$ cat src/hw/readback_defines.svh
/*
 Timing-free constants for the serial command decoder: frame length,
 control byte codes and diagnosis code meaning.
 Assumes inclusion by bare name from the design files.
*/
`ifndef READBACK_DEFINES_SVH
`define READBACK_DEFINES_SVH

`define FRAME_BITS       16
`define CTRL_READ_LOW    8'hC0
`define CTRL_READ_HIGH   8'hCF
`define CTRL_ECHO_A      8'hA0
`define CTRL_ECHO_B      8'hAF
`define DIAG_NO_FAULT    2'h3
`define GROUP_CHANNELS   8
`define PINS_IDLE        3'h2
`define PAR_IDLE         16'h0000

`endif

$ cat src/hw/readback_pkg.sv
/*
 Types shared by the serial command decoder files.
 Assumes the defines header is compiled alongside.
*/
package readback_pkg;

   // Reply scheduled for the following frame
   typedef enum logic [1:0] {
      REPLY_ZERO = 2'b00,
      REPLY_LOW  = 2'b01,
      REPLY_HIGH = 2'b10,
      REPLY_ECHO = 2'b11
   } reply_type;

   // Synchronised serial pins
   typedef struct packed {
      logic sclk;
      logic cs_n;
      logic si;
   } pins_type;

endpackage

$ cat src/hw/spi_readback_echo_decoder.sv
/*
 Serial command decoder for read-back, simple diagnosis and echo test.
 Assumes an SPI master in mode 1 style: data driven on rising clock and
 sampled on falling clock, MSB first, 16-bit frames under chip select.
 Serial clock is sampled by clk_i, so it must be well below 25 MHz.
*/
`timescale 1ns/10ps
`include "readback_defines.svh"

// Functional notes
// RQ1 - C0 control: read-back channels 1 to 8
// RQ2 - CF control: read-back channels 9 to 16
// RQ3 - Reply shifts input levels plus fault bits
// RQ4 - Upper reply carries channels 9 to 16
// RQ5 - A0 control: echo test next frame
// RQ6 - AF control: echo test next frame
// RQ7 - Echo frame loops input to output
// RQ8 - 16-bit MSB-first frames, reply next frame
// RQ9 - Unknown control gives all-zero next frame
// RQ10 - Clear reported group faults at frame start
// RQ11 - Fault bit set when code not no-fault
module spi_readback_echo_decoder (
   // Clock and reset
   input  wire logic        clk_i,
   input  wire logic        resetn_i,
   // Serial pins
   input  wire logic        sclk_i,
   input  wire logic        cs_n_i,
   input  wire logic        si_i,
   output logic             so_o,
   output logic             so_oe_o,
   // Device status
   input  wire logic [15:0] parallel_input_i,
   input  wire logic [31:0] diag_code_i,
   // Diagnosis clear strobes for each group
   output logic             diag_clr_low_o,
   output logic             diag_clr_high_o
);
   readback_pkg::pins_type   pins_s;
   logic [15:0]              par_s;
   readback_pkg::reply_type  reply_q;
   readback_pkg::reply_type  active_q;
   logic [`FRAME_BITS-1:0]   shift_q;
   logic [`FRAME_BITS-1:0]   rx_q;
   logic [4:0]               cnt_q;
   logic                     sclk_q;
   logic                     cs_n_q;

   // Each channel's fault bit from its 2-bit code
   function automatic logic [7:0] fault_bits(input logic [15:0] codes);
      logic [7:0] f;
      f = 8'h00;
      for (int i = 0; i < `GROUP_CHANNELS; i++) begin
         // RQ11 fault vs no-fault
         f[i] = (codes[2*i +: 2] != `DIAG_NO_FAULT);
      end
      return f;
   endfunction

   pin_sync #(.WIDTH(3), .IDLE(`PINS_IDLE)) u_sync (
      .clk_i    (clk_i),
      .resetn_i (resetn_i),
      .async_i  ({sclk_i, cs_n_i, si_i}),
      .sync_o   (pins_s)
   );

   // Parallel inputs are pins as well: synchronise before use
   pin_sync #(.WIDTH(16), .IDLE(`PAR_IDLE)) u_par_sync (
      .clk_i    (clk_i),
      .resetn_i (resetn_i),
      .async_i  (parallel_input_i),
      .sync_o   (par_s)
   );

   // Edge decode on synchronised pins
   wire frame_start = cs_n_q && !pins_s.cs_n;
   wire frame_end   = !cs_n_q && pins_s.cs_n;
   wire sclk_rise   = !sclk_q && pins_s.sclk && !pins_s.cs_n;
   wire sclk_fall   = sclk_q && !pins_s.sclk && !pins_s.cs_n;
   wire full_frame  = (cnt_q == 5'(`FRAME_BITS));
   wire [7:0] ctrl  = rx_q[15:8];

   // RQ1 lower read-back
   wire is_low  = ctrl == `CTRL_READ_LOW;
   // RQ2 upper read-back
   wire is_high = ctrl == `CTRL_READ_HIGH;
   // RQ5 RQ6 echo codes
   wire is_echo = (ctrl == `CTRL_ECHO_A) || (ctrl == `CTRL_ECHO_B);

   // RQ9 unknown or short frames map to zero reply
   wire readback_pkg::reply_type next_reply =
      !full_frame ? readback_pkg::REPLY_ZERO :
      is_low      ? readback_pkg::REPLY_LOW  :
      is_high     ? readback_pkg::REPLY_HIGH :
      is_echo     ? readback_pkg::REPLY_ECHO :
                    readback_pkg::REPLY_ZERO;

   // RQ3 RQ4 reply word: inputs high byte, faults low byte
   wire [15:0] low_word  = {par_s[7:0],
                            fault_bits(diag_code_i[15:0])};
   wire [15:0] high_word = {par_s[15:8],
                            fault_bits(diag_code_i[31:16])};
   wire [15:0] load_word =
      (reply_q == readback_pkg::REPLY_LOW)  ? low_word  :
      (reply_q == readback_pkg::REPLY_HIGH) ? high_word :
                                              16'h0000;

   // Pin history for edge detection
   always_ff @(posedge clk_i) begin
      if (!resetn_i) begin
         sclk_q <= 1'b0;
         cs_n_q <= 1'b1;
      end else begin
         sclk_q <= pins_s.sclk;
         cs_n_q <= pins_s.cs_n;
      end
   end

   // RQ8 receive MSB first and count bits
   always_ff @(posedge clk_i) begin
      if (!resetn_i) begin
         rx_q  <= 16'h0000;
         cnt_q <= 5'h00;
      end else if (frame_start) begin
         cnt_q <= 5'h00;
      end else if (sclk_fall) begin
         rx_q  <= {rx_q[14:0], pins_s.si};
         cnt_q <= full_frame ? cnt_q : cnt_q + 5'h01;
      end
   end

   // RQ8 command decoded at frame end, used next frame
   always_ff @(posedge clk_i) begin
      if (!resetn_i) begin
         reply_q <= readback_pkg::REPLY_ZERO;
      end else if (frame_end) begin
         reply_q <= next_reply;
      end
   end

   // RQ3 load reply at frame start, shift on rising clock
   always_ff @(posedge clk_i) begin
      if (!resetn_i) begin
         shift_q  <= 16'h0000;
         active_q <= readback_pkg::REPLY_ZERO;
      end else if (frame_start) begin
         shift_q  <= load_word;
         active_q <= reply_q;
      end else if (sclk_rise && cnt_q != 5'h00) begin
         shift_q  <= {shift_q[14:0], 1'b0};
      end
   end

   // RQ7 echo loops input, otherwise shifter MSB
   always_ff @(posedge clk_i) begin
      if (!resetn_i) begin
         so_o    <= 1'b0;
         so_oe_o <= 1'b0;
      end else begin
         so_oe_o <= !pins_s.cs_n;
         so_o    <= (active_q == readback_pkg::REPLY_ECHO) ?
                    pins_s.si : shift_q[15];
      end
   end

   // RQ10 clear group just read, one-cycle pulse
   always_ff @(posedge clk_i) begin
      if (!resetn_i) begin
         diag_clr_low_o  <= 1'b0;
         diag_clr_high_o <= 1'b0;
      end else begin
         diag_clr_low_o  <= frame_start &&
                            reply_q == readback_pkg::REPLY_LOW;
         diag_clr_high_o <= frame_start &&
                            reply_q == readback_pkg::REPLY_HIGH;
      end
   end
endmodule

$ cat src/hw/pin_sync.sv
/*
 Two-flop synchroniser for the serial pins.
 Assumes pins are asynchronous to clk_i.
*/
`timescale 1ns/10ps
module pin_sync #(
   parameter int               WIDTH = 3,
   parameter logic [WIDTH-1:0] IDLE  = '1
) (
   // Clock and reset
   input  wire logic             clk_i,
   input  wire logic             resetn_i,
   // Pins
   input  wire logic [WIDTH-1:0] async_i,
   output logic      [WIDTH-1:0] sync_o
);
   logic [WIDTH-1:0] meta_q;

   // First stage only feeds the second; reset to idle levels
   // so that no false edge follows reset
   always_ff @(posedge clk_i) begin
      if (!resetn_i) begin
         meta_q <= IDLE;
         sync_o <= IDLE;
      end else begin
         meta_q <= async_i;
         sync_o <= meta_q;
      end
   end
endmodule

$ cat config.mk
export PLATFORM = sky130hd
export DESIGN_NAME = spi_readback_echo_decoder
export DESIGN_NICKNAME = d
export VERILOG_FILES = /design/src/hw/readback_pkg.sv /design/src/hw/spi_readback_echo_decoder.sv /design/src/hw/pin_sync.sv
export VERILOG_INCLUDE_DIRS = /design/src /design/src/hw
export SDC_FILE = /design/constraint.sdc
export NUM_CORES = 1
export LEC_CHECK = 0
export ABC_AREA = 1
export BUFFER_PORTS_ARGS = -buffer_cell sky130_fd_sc_hd__buf_4
export CORE_MARGIN = 2
export CORE_UTILIZATION = 35
export CTS_BUF_LIST = sky130_fd_sc_hd__clkbuf_8
export DETAILED_ROUTE_END_ITERATION = 10
export PLACE_DENSITY = 0.63
export SLEW_MARGIN = 30
export SYNTH_ARGS = -nofsm -noshare
export SYNTH_HDL_FRONTEND = slang
export SYNTH_SLANG_ARGS = --single-unit
$ cat constraint.sdc
create_clock -name clk_i -period 2.04 [get_ports clk_i]
set_input_delay 0 -clock clk_i [delete_from_list [all_inputs] [get_ports clk_i]]
set_output_delay 0 -clock clk_i [all_outputs]
set_load 0.02 [all_outputs]
* Word-level counts from Yosys, hierarchy flattened
Cells that the tools add are included.
Storage, ports and cells: register bits after elaboration 85, input port bits 53, output and inout bits 4, word-level logic and storage cells 71
Operators by class: add/sub/neg operators 1, equality and inequality tests 24, multiplexer cells 9, bitwise gates (word level) 3, reductions and logical operators 19
Operators with widths (number):
- $mux W16 | 4
- $eq A8 B8 Y1 const B | 4
- $ne A2 B2 Y1 const B | 16
- $logic_and A1 B1 Y1 | 9
- $mux W2 | 4
- $add A5 B1 Y5 const B | 1
- $eq A5 B5 Y1 const B | 1
- $reduce_bool A5 Y1 | 1
- $eq A2 B2 Y1 const B | 2
- $logic_not A1 Y1 | 4
- $reduce_and A2 Y1 | 2
- $not A1 Y1 | 3
- $eq A2 B1 Y1 const B | 1
- $reduce_bool A2 Y1 | 1
- $reduce_or A2 Y1 | 1
- $logic_or A1 B1 Y1 | 1
- $mux W1 | 1

* Longest topological paths before layout
word-level depth 6, mapped depth 9

* Modules after synthesis
Synthesis repeated with hierarchy kept, for this count alone.
Unflattened totals: cells, all modules 468, area total of the unflattened synthesis 3497.1 um^2
Modules (own cells, without submodules):
- spi_readback_echo_decoder | times used 1, cells each 351, area an instance 2417.3 um^2
- pin_sync (u_par_sync) | times used 1, cells each 99, area an instance 914.6 um^2
- pin_sync (u_sync) | times used 1, cells each 18, area an instance 165.2 um^2

* Least setup slack after synthesis
Ideal clock, no wire load.
kind register to register, start point register cnt_q[0], end point register shift_q[2], setup time 0.114 ns, arrival time 1.127 ns, data required time 1.926 ns, slack 0.799 ns, cell stages (with the launch flop) 10, clock period less this slack 1.241 ns, path through dfxtp_1 inv_1 ha_1 nand3_1 nand2_1 nand2_2 buf_6 nand3_1 nand2_1 nor2_2
Between the ends: word-level cells in the longest chain between the ends 3
RTL lines:
- start: declaration | RTL line spi_readback_echo_decoder.sv:45 | logic [4:0] cnt_q;
- start signal: assignment | RTL line spi_readback_echo_decoder.sv:128 | cnt_q <= full_frame ? cnt_q : cnt_q + 5'h01;
- $reduce_bool A5 Y1 | RTL line spi_readback_echo_decoder.sv:149 | end else if (sclk_rise && cnt_q != 5'h00) begin
- $logic_and A1 B1 Y1 | RTL line spi_readback_echo_decoder.sv:149
- $reduce_bool A2 Y1 (no line)
- end signal: assignment | RTL line spi_readback_echo_decoder.sv:147 | shift_q <= load_word;
- end signal: assignment | RTL line spi_readback_echo_decoder.sv:150 | shift_q <= {shift_q[14:0], 1'b0};
- end: declaration | RTL line spi_readback_echo_decoder.sv:43 | logic [`FRAME_BITS-1:0] shift_q;
Every way passes these cells. A chain may end at the register's enable or synchronous reset.

* Worst setup path after layout
start point register u_sync.sync_o[1], end point register shift_q[0]
Between the ends: word-level cells in the longest chain between the ends 4, elaborated cells between the ends (all ways) 6, those cells by class mux: 1; reduce/logical: 5
RTL lines:
- start: declaration | RTL line pin_sync.sv:15 | output logic [WIDTH-1:0] sync_o
- start signal: assignment | RTL line pin_sync.sv:27 | sync_o <= meta_q;
- $logic_not A1 Y1 * | RTL line spi_readback_echo_decoder.sv:76, spi_readback_echo_decoder.sv:78
- $logic_and A1 B1 Y1 | RTL line spi_readback_echo_decoder.sv:78 | wire sclk_rise = !sclk_q && pins_s.sclk && !pins_s.cs_n;
- $logic_and A1 B1 Y1 | RTL line spi_readback_echo_decoder.sv:149
- $reduce_bool A2 Y1 (no line)
Every way passes the cells marked *; elsewhere a longest branch is shown, timed or not.

==> impl_metrics.csv <==
group,metric,value,unit
synthesis,ys_warn_count,0,
clocking,cts_made_buffers,9,
timing,max-slew-margin-rel,59.9,%
grt,grt_pass1_wl,10400,um
setup_path,end_kind,"flop",
setup_path,r2r-start,"u_sync.sync_o[1]",
synthesis,synth_edf_count,0,
cells_and_area,areaGrowthSynthToFinish,26.5,%
synthesis,synth.cell_area,0.00340,mm^2
setup_path,cp.arrival,2.13,ns
min_path,holdCritPathClass,"in -> reg",
routing,drtIter0Drc,125,
min_path,hp-start,"resetn_i",
pwr,finalPower,3.27,mW
cells_and_area,num_antenna_cells,0,
setup_path,r2r_slack,0.21,ns
routing,dr.pass1.iters,6,
floorplanning,coreArea,0.00933,mm^2
synthesis,yosys_register_bits,85,
synthesis,ys_seq_area_share,50.1,%
grt,antenna_found_initial,0,
setup_path,cp-start-kind,"flop",
job,max_cap_violations,0,
cells_and_area,fillers,960,
clocking,cts.clk_slew.worst_paths,0.08,ns
synthesis,syn-num-nets,523,
place,pre_cts_ws,0.424,ns
cells_and_area,nets,597,
timing,fmax,546,MHz
clocking,cts_tree,"done",
clocking,root_buffer,"clkbuf_8",
synthesis,yosysMostFrequentCell,"nand2_1",
pwr,peakVddDrop,0.421,mV
grt,grt_overflow,0,
timing,rsz0062_at_grt,"false",
setup_path,reg2reg_depth,6,
clocking,max-clock-path-buffers,2,
routing,vias,2819,
timing,slew_viol_final,0,
routing,drt-wirelength-per-cell,9.23,um
synthesis,syn_area_per_cell,7.26,um^2
timing,fin_skew,0.0117,ns
timing,finalHoldViolCount,0,
min_path,holdPathEnd,"reply_q[1]",
floorplanning,fp.dieW,103,um
floorplanning,dieArea,0.0105,mm^2
setup_path,crit_chain,"nor2_4 > buf_4 > nor2_1 > nand3_1 > nand3_1 > dlygate4sd3_1",
setup_path,reg2reg_to,"shift_q[0]",
timing,setup_viol,0,
floorplanning,start_util,36.4,%
routing,ant_nets,0,
place,gp_congestion,0.719,
place,portBuffers,56,
grt,grt_max_degree,69,
setup_path,cpPeakStageDelay,0.54,ns
setup_path,critPathMaxFanout,16,
floorplanning,die_y,103,um
timing,tightest_slew,0.602,ns
cells_and_area,drive_gt1_share,17.2,%
pwr,power-per-cell-area,762,mW/mm^2
setup_path,worstPathRequired,2.34,ns
place,hpwlAfterDp,4220,um
floorplanning,ios,57,
setup_path,cpMostUsedCell,"nand3_1",
routing,drc,0,
run_status,outcome,"complete, no violations",
grt,grtUsageMet1,16.1,%
setup_path,crit_slowest_cell,"dlygate4sd3_1",
synthesis,syn_inst,468,
synthesis,synth_area_leaders,"dfxtp_1, nand2_1, inv_1",
grt,grt_pass1_vias,2449,
timing,hold_ws,0.0278,ns
cells_and_area,multiInputGateArea,0.00133,mm^2
routing,via_per_inst,4.17,
clocking,cts_sinks,85,
clocking,clock_latency,0.35,ns
synthesis,yosysTopAreaCell,"dfxtp_1",
floorplanning,rows,35,
timing,post-route-min-period,1.83,ns
routing,drt_wl_total,6240,um
synthesis,synthArstFlopShare,0,%
synthesis,synthTopCellsByCount,"nand2_1, dfxtp_1, inv_1, nor2_1, o21ai_0",
synthesis,synth_cell_types,25,
grt,grt.met2_usage,20.1,%
synthesis,yosysTopAreaCellShare,50.1,%
grt,use_met3,2.64,%
setup_path,worstSetupPathType,"reg -> reg",
timing,totalNegativeSetupSlack,0,ns
timing,setup_ws,0.210,ns
pwr,p_leak,2.11,nW
min_path,hold_depth,3,
grt,top_usage_layer,"met2",
synthesis,synth_ff_type,"dfxtp_1",
timing,post-route-period-util,89.7,%
clocking,cts_max_level,3,
cells_and_area,seq_area,0.00170,mm^2
grt,grt_usage,12.4,%
-- logic make-up (layout without fill, tap and decap cells) --
group	Yosys count	in the layout	share of synthesized area [%]
compound gates	37	37	5.45
flops	85	85	50.1
xor+xnor	2	2	0.516
buf+inv	77	156	10.8
fa+ha+maj	2	2	0.737
simple gates	265	265	32.4
-- how the worst max path moves through the flow --
stage | from | to | depth (start not counted)
2_1_floorplan | cnt_q[0] | shift_q[2] | 9
3_3_place_gp | cnt_q[0] | shift_q[15] | 8
3_5_place_dp | cnt_q[0] | shift_q[2] | 8
4_1_cts | u_sync.sync_o[1] | shift_q[0] | 6
5_1_grt | u_sync.sync_o[1] | shift_q[0] | 6
6_report | u_sync.sync_o[1] | shift_q[0] | 6
-- placed cells by master, fill, tap and decap left out, types with 2 or more instances in the layout --
master         instances
or2_2                  2
nor2_4                 4
buf_4                 58
inv_6                  2
nor2_1                52
nand2_2                3
a21oi_1               16
nand3_2                4
clkbuf_8               9
dlygate4sd3_1         22
o21ai_0               21
ha_1                   2
nand3_1               17
inv_1                 55
bufinv_16              2
dfxtp_1               85
inv_2                  5
nand2_1              176
nor3_1                 3
xor2_1                 2
nor2_2                 2
-- power by group --
| part | leakage [nW] | internal (mW) | switching (mW) | total [mW] |
|---|---|---|---|---|
| Sequential | 0.695 | 1.71 | 0.0199 | 1.73 |
| Clock | 0.112 | 0.696 | 0.609 | 1.30 |
| Combinational | 1.31 | 0.133 | 0.104 | 0.237 |
-- critical path, delay by kind of cell, from the launching register on --
family / cells / cell delay (ns)
simple gates: 4 / 0.53
buf+inv: 2 / 0.74
flops: 1 / 0.50
-- layout make-up --
class	instances	area share, %
Clock buffer	9	2.88
Tap cell	129	3.76
Clock inverter	7	2.27
Timing Repair Buffer	80	15.3
Sequential cell	85	39.6
Inverter	60	5.30
Multi-Input combinational cell	306	30.9
-- routing by layer --
layer	vias to the layer above	wire length [um]
li1	1547	-
met3	12	169
met1	1223	3050
met2	37	2910
met4	0	108
met5	-	0
-- per-stage QoR --
step / cell area, um^2 / util [%] / cells
finish: 4290 / 46.0 / 676
floorplan: 3400 / - / 468
global placement: 3850 / 41.3 / 638
detailed placement: 3850 / 41.3 / 638
CTS: 4290 / 46.0 / 676
global route: 4290 / 46.0 / 676
-- timing repair --
action                                  CTS  global route
hold endpoints to repair                 20             0
hold buffers                             22             0
setup buffers                             0             0
endpoints found under the setup margin    0             0
resized for setup                         0             0
-- flip-flops by register name, indices dropped and copies added, names as in the netlist --
name               cells
diag_clr_high_o        1
u_par_sync.sync_o     16
rx_q                  16
so_oe_o                1
u_par_sync.meta_q     16
sclk_q                 1
diag_clr_low_o         1
shift_q               16
u_sync.sync_o          3
cs_n_q                 1
cnt_q                  5
so_o                   1
active_q               2
u_sync.meta_q          3
reply_q                2
(Power assumes the default switching activity.)
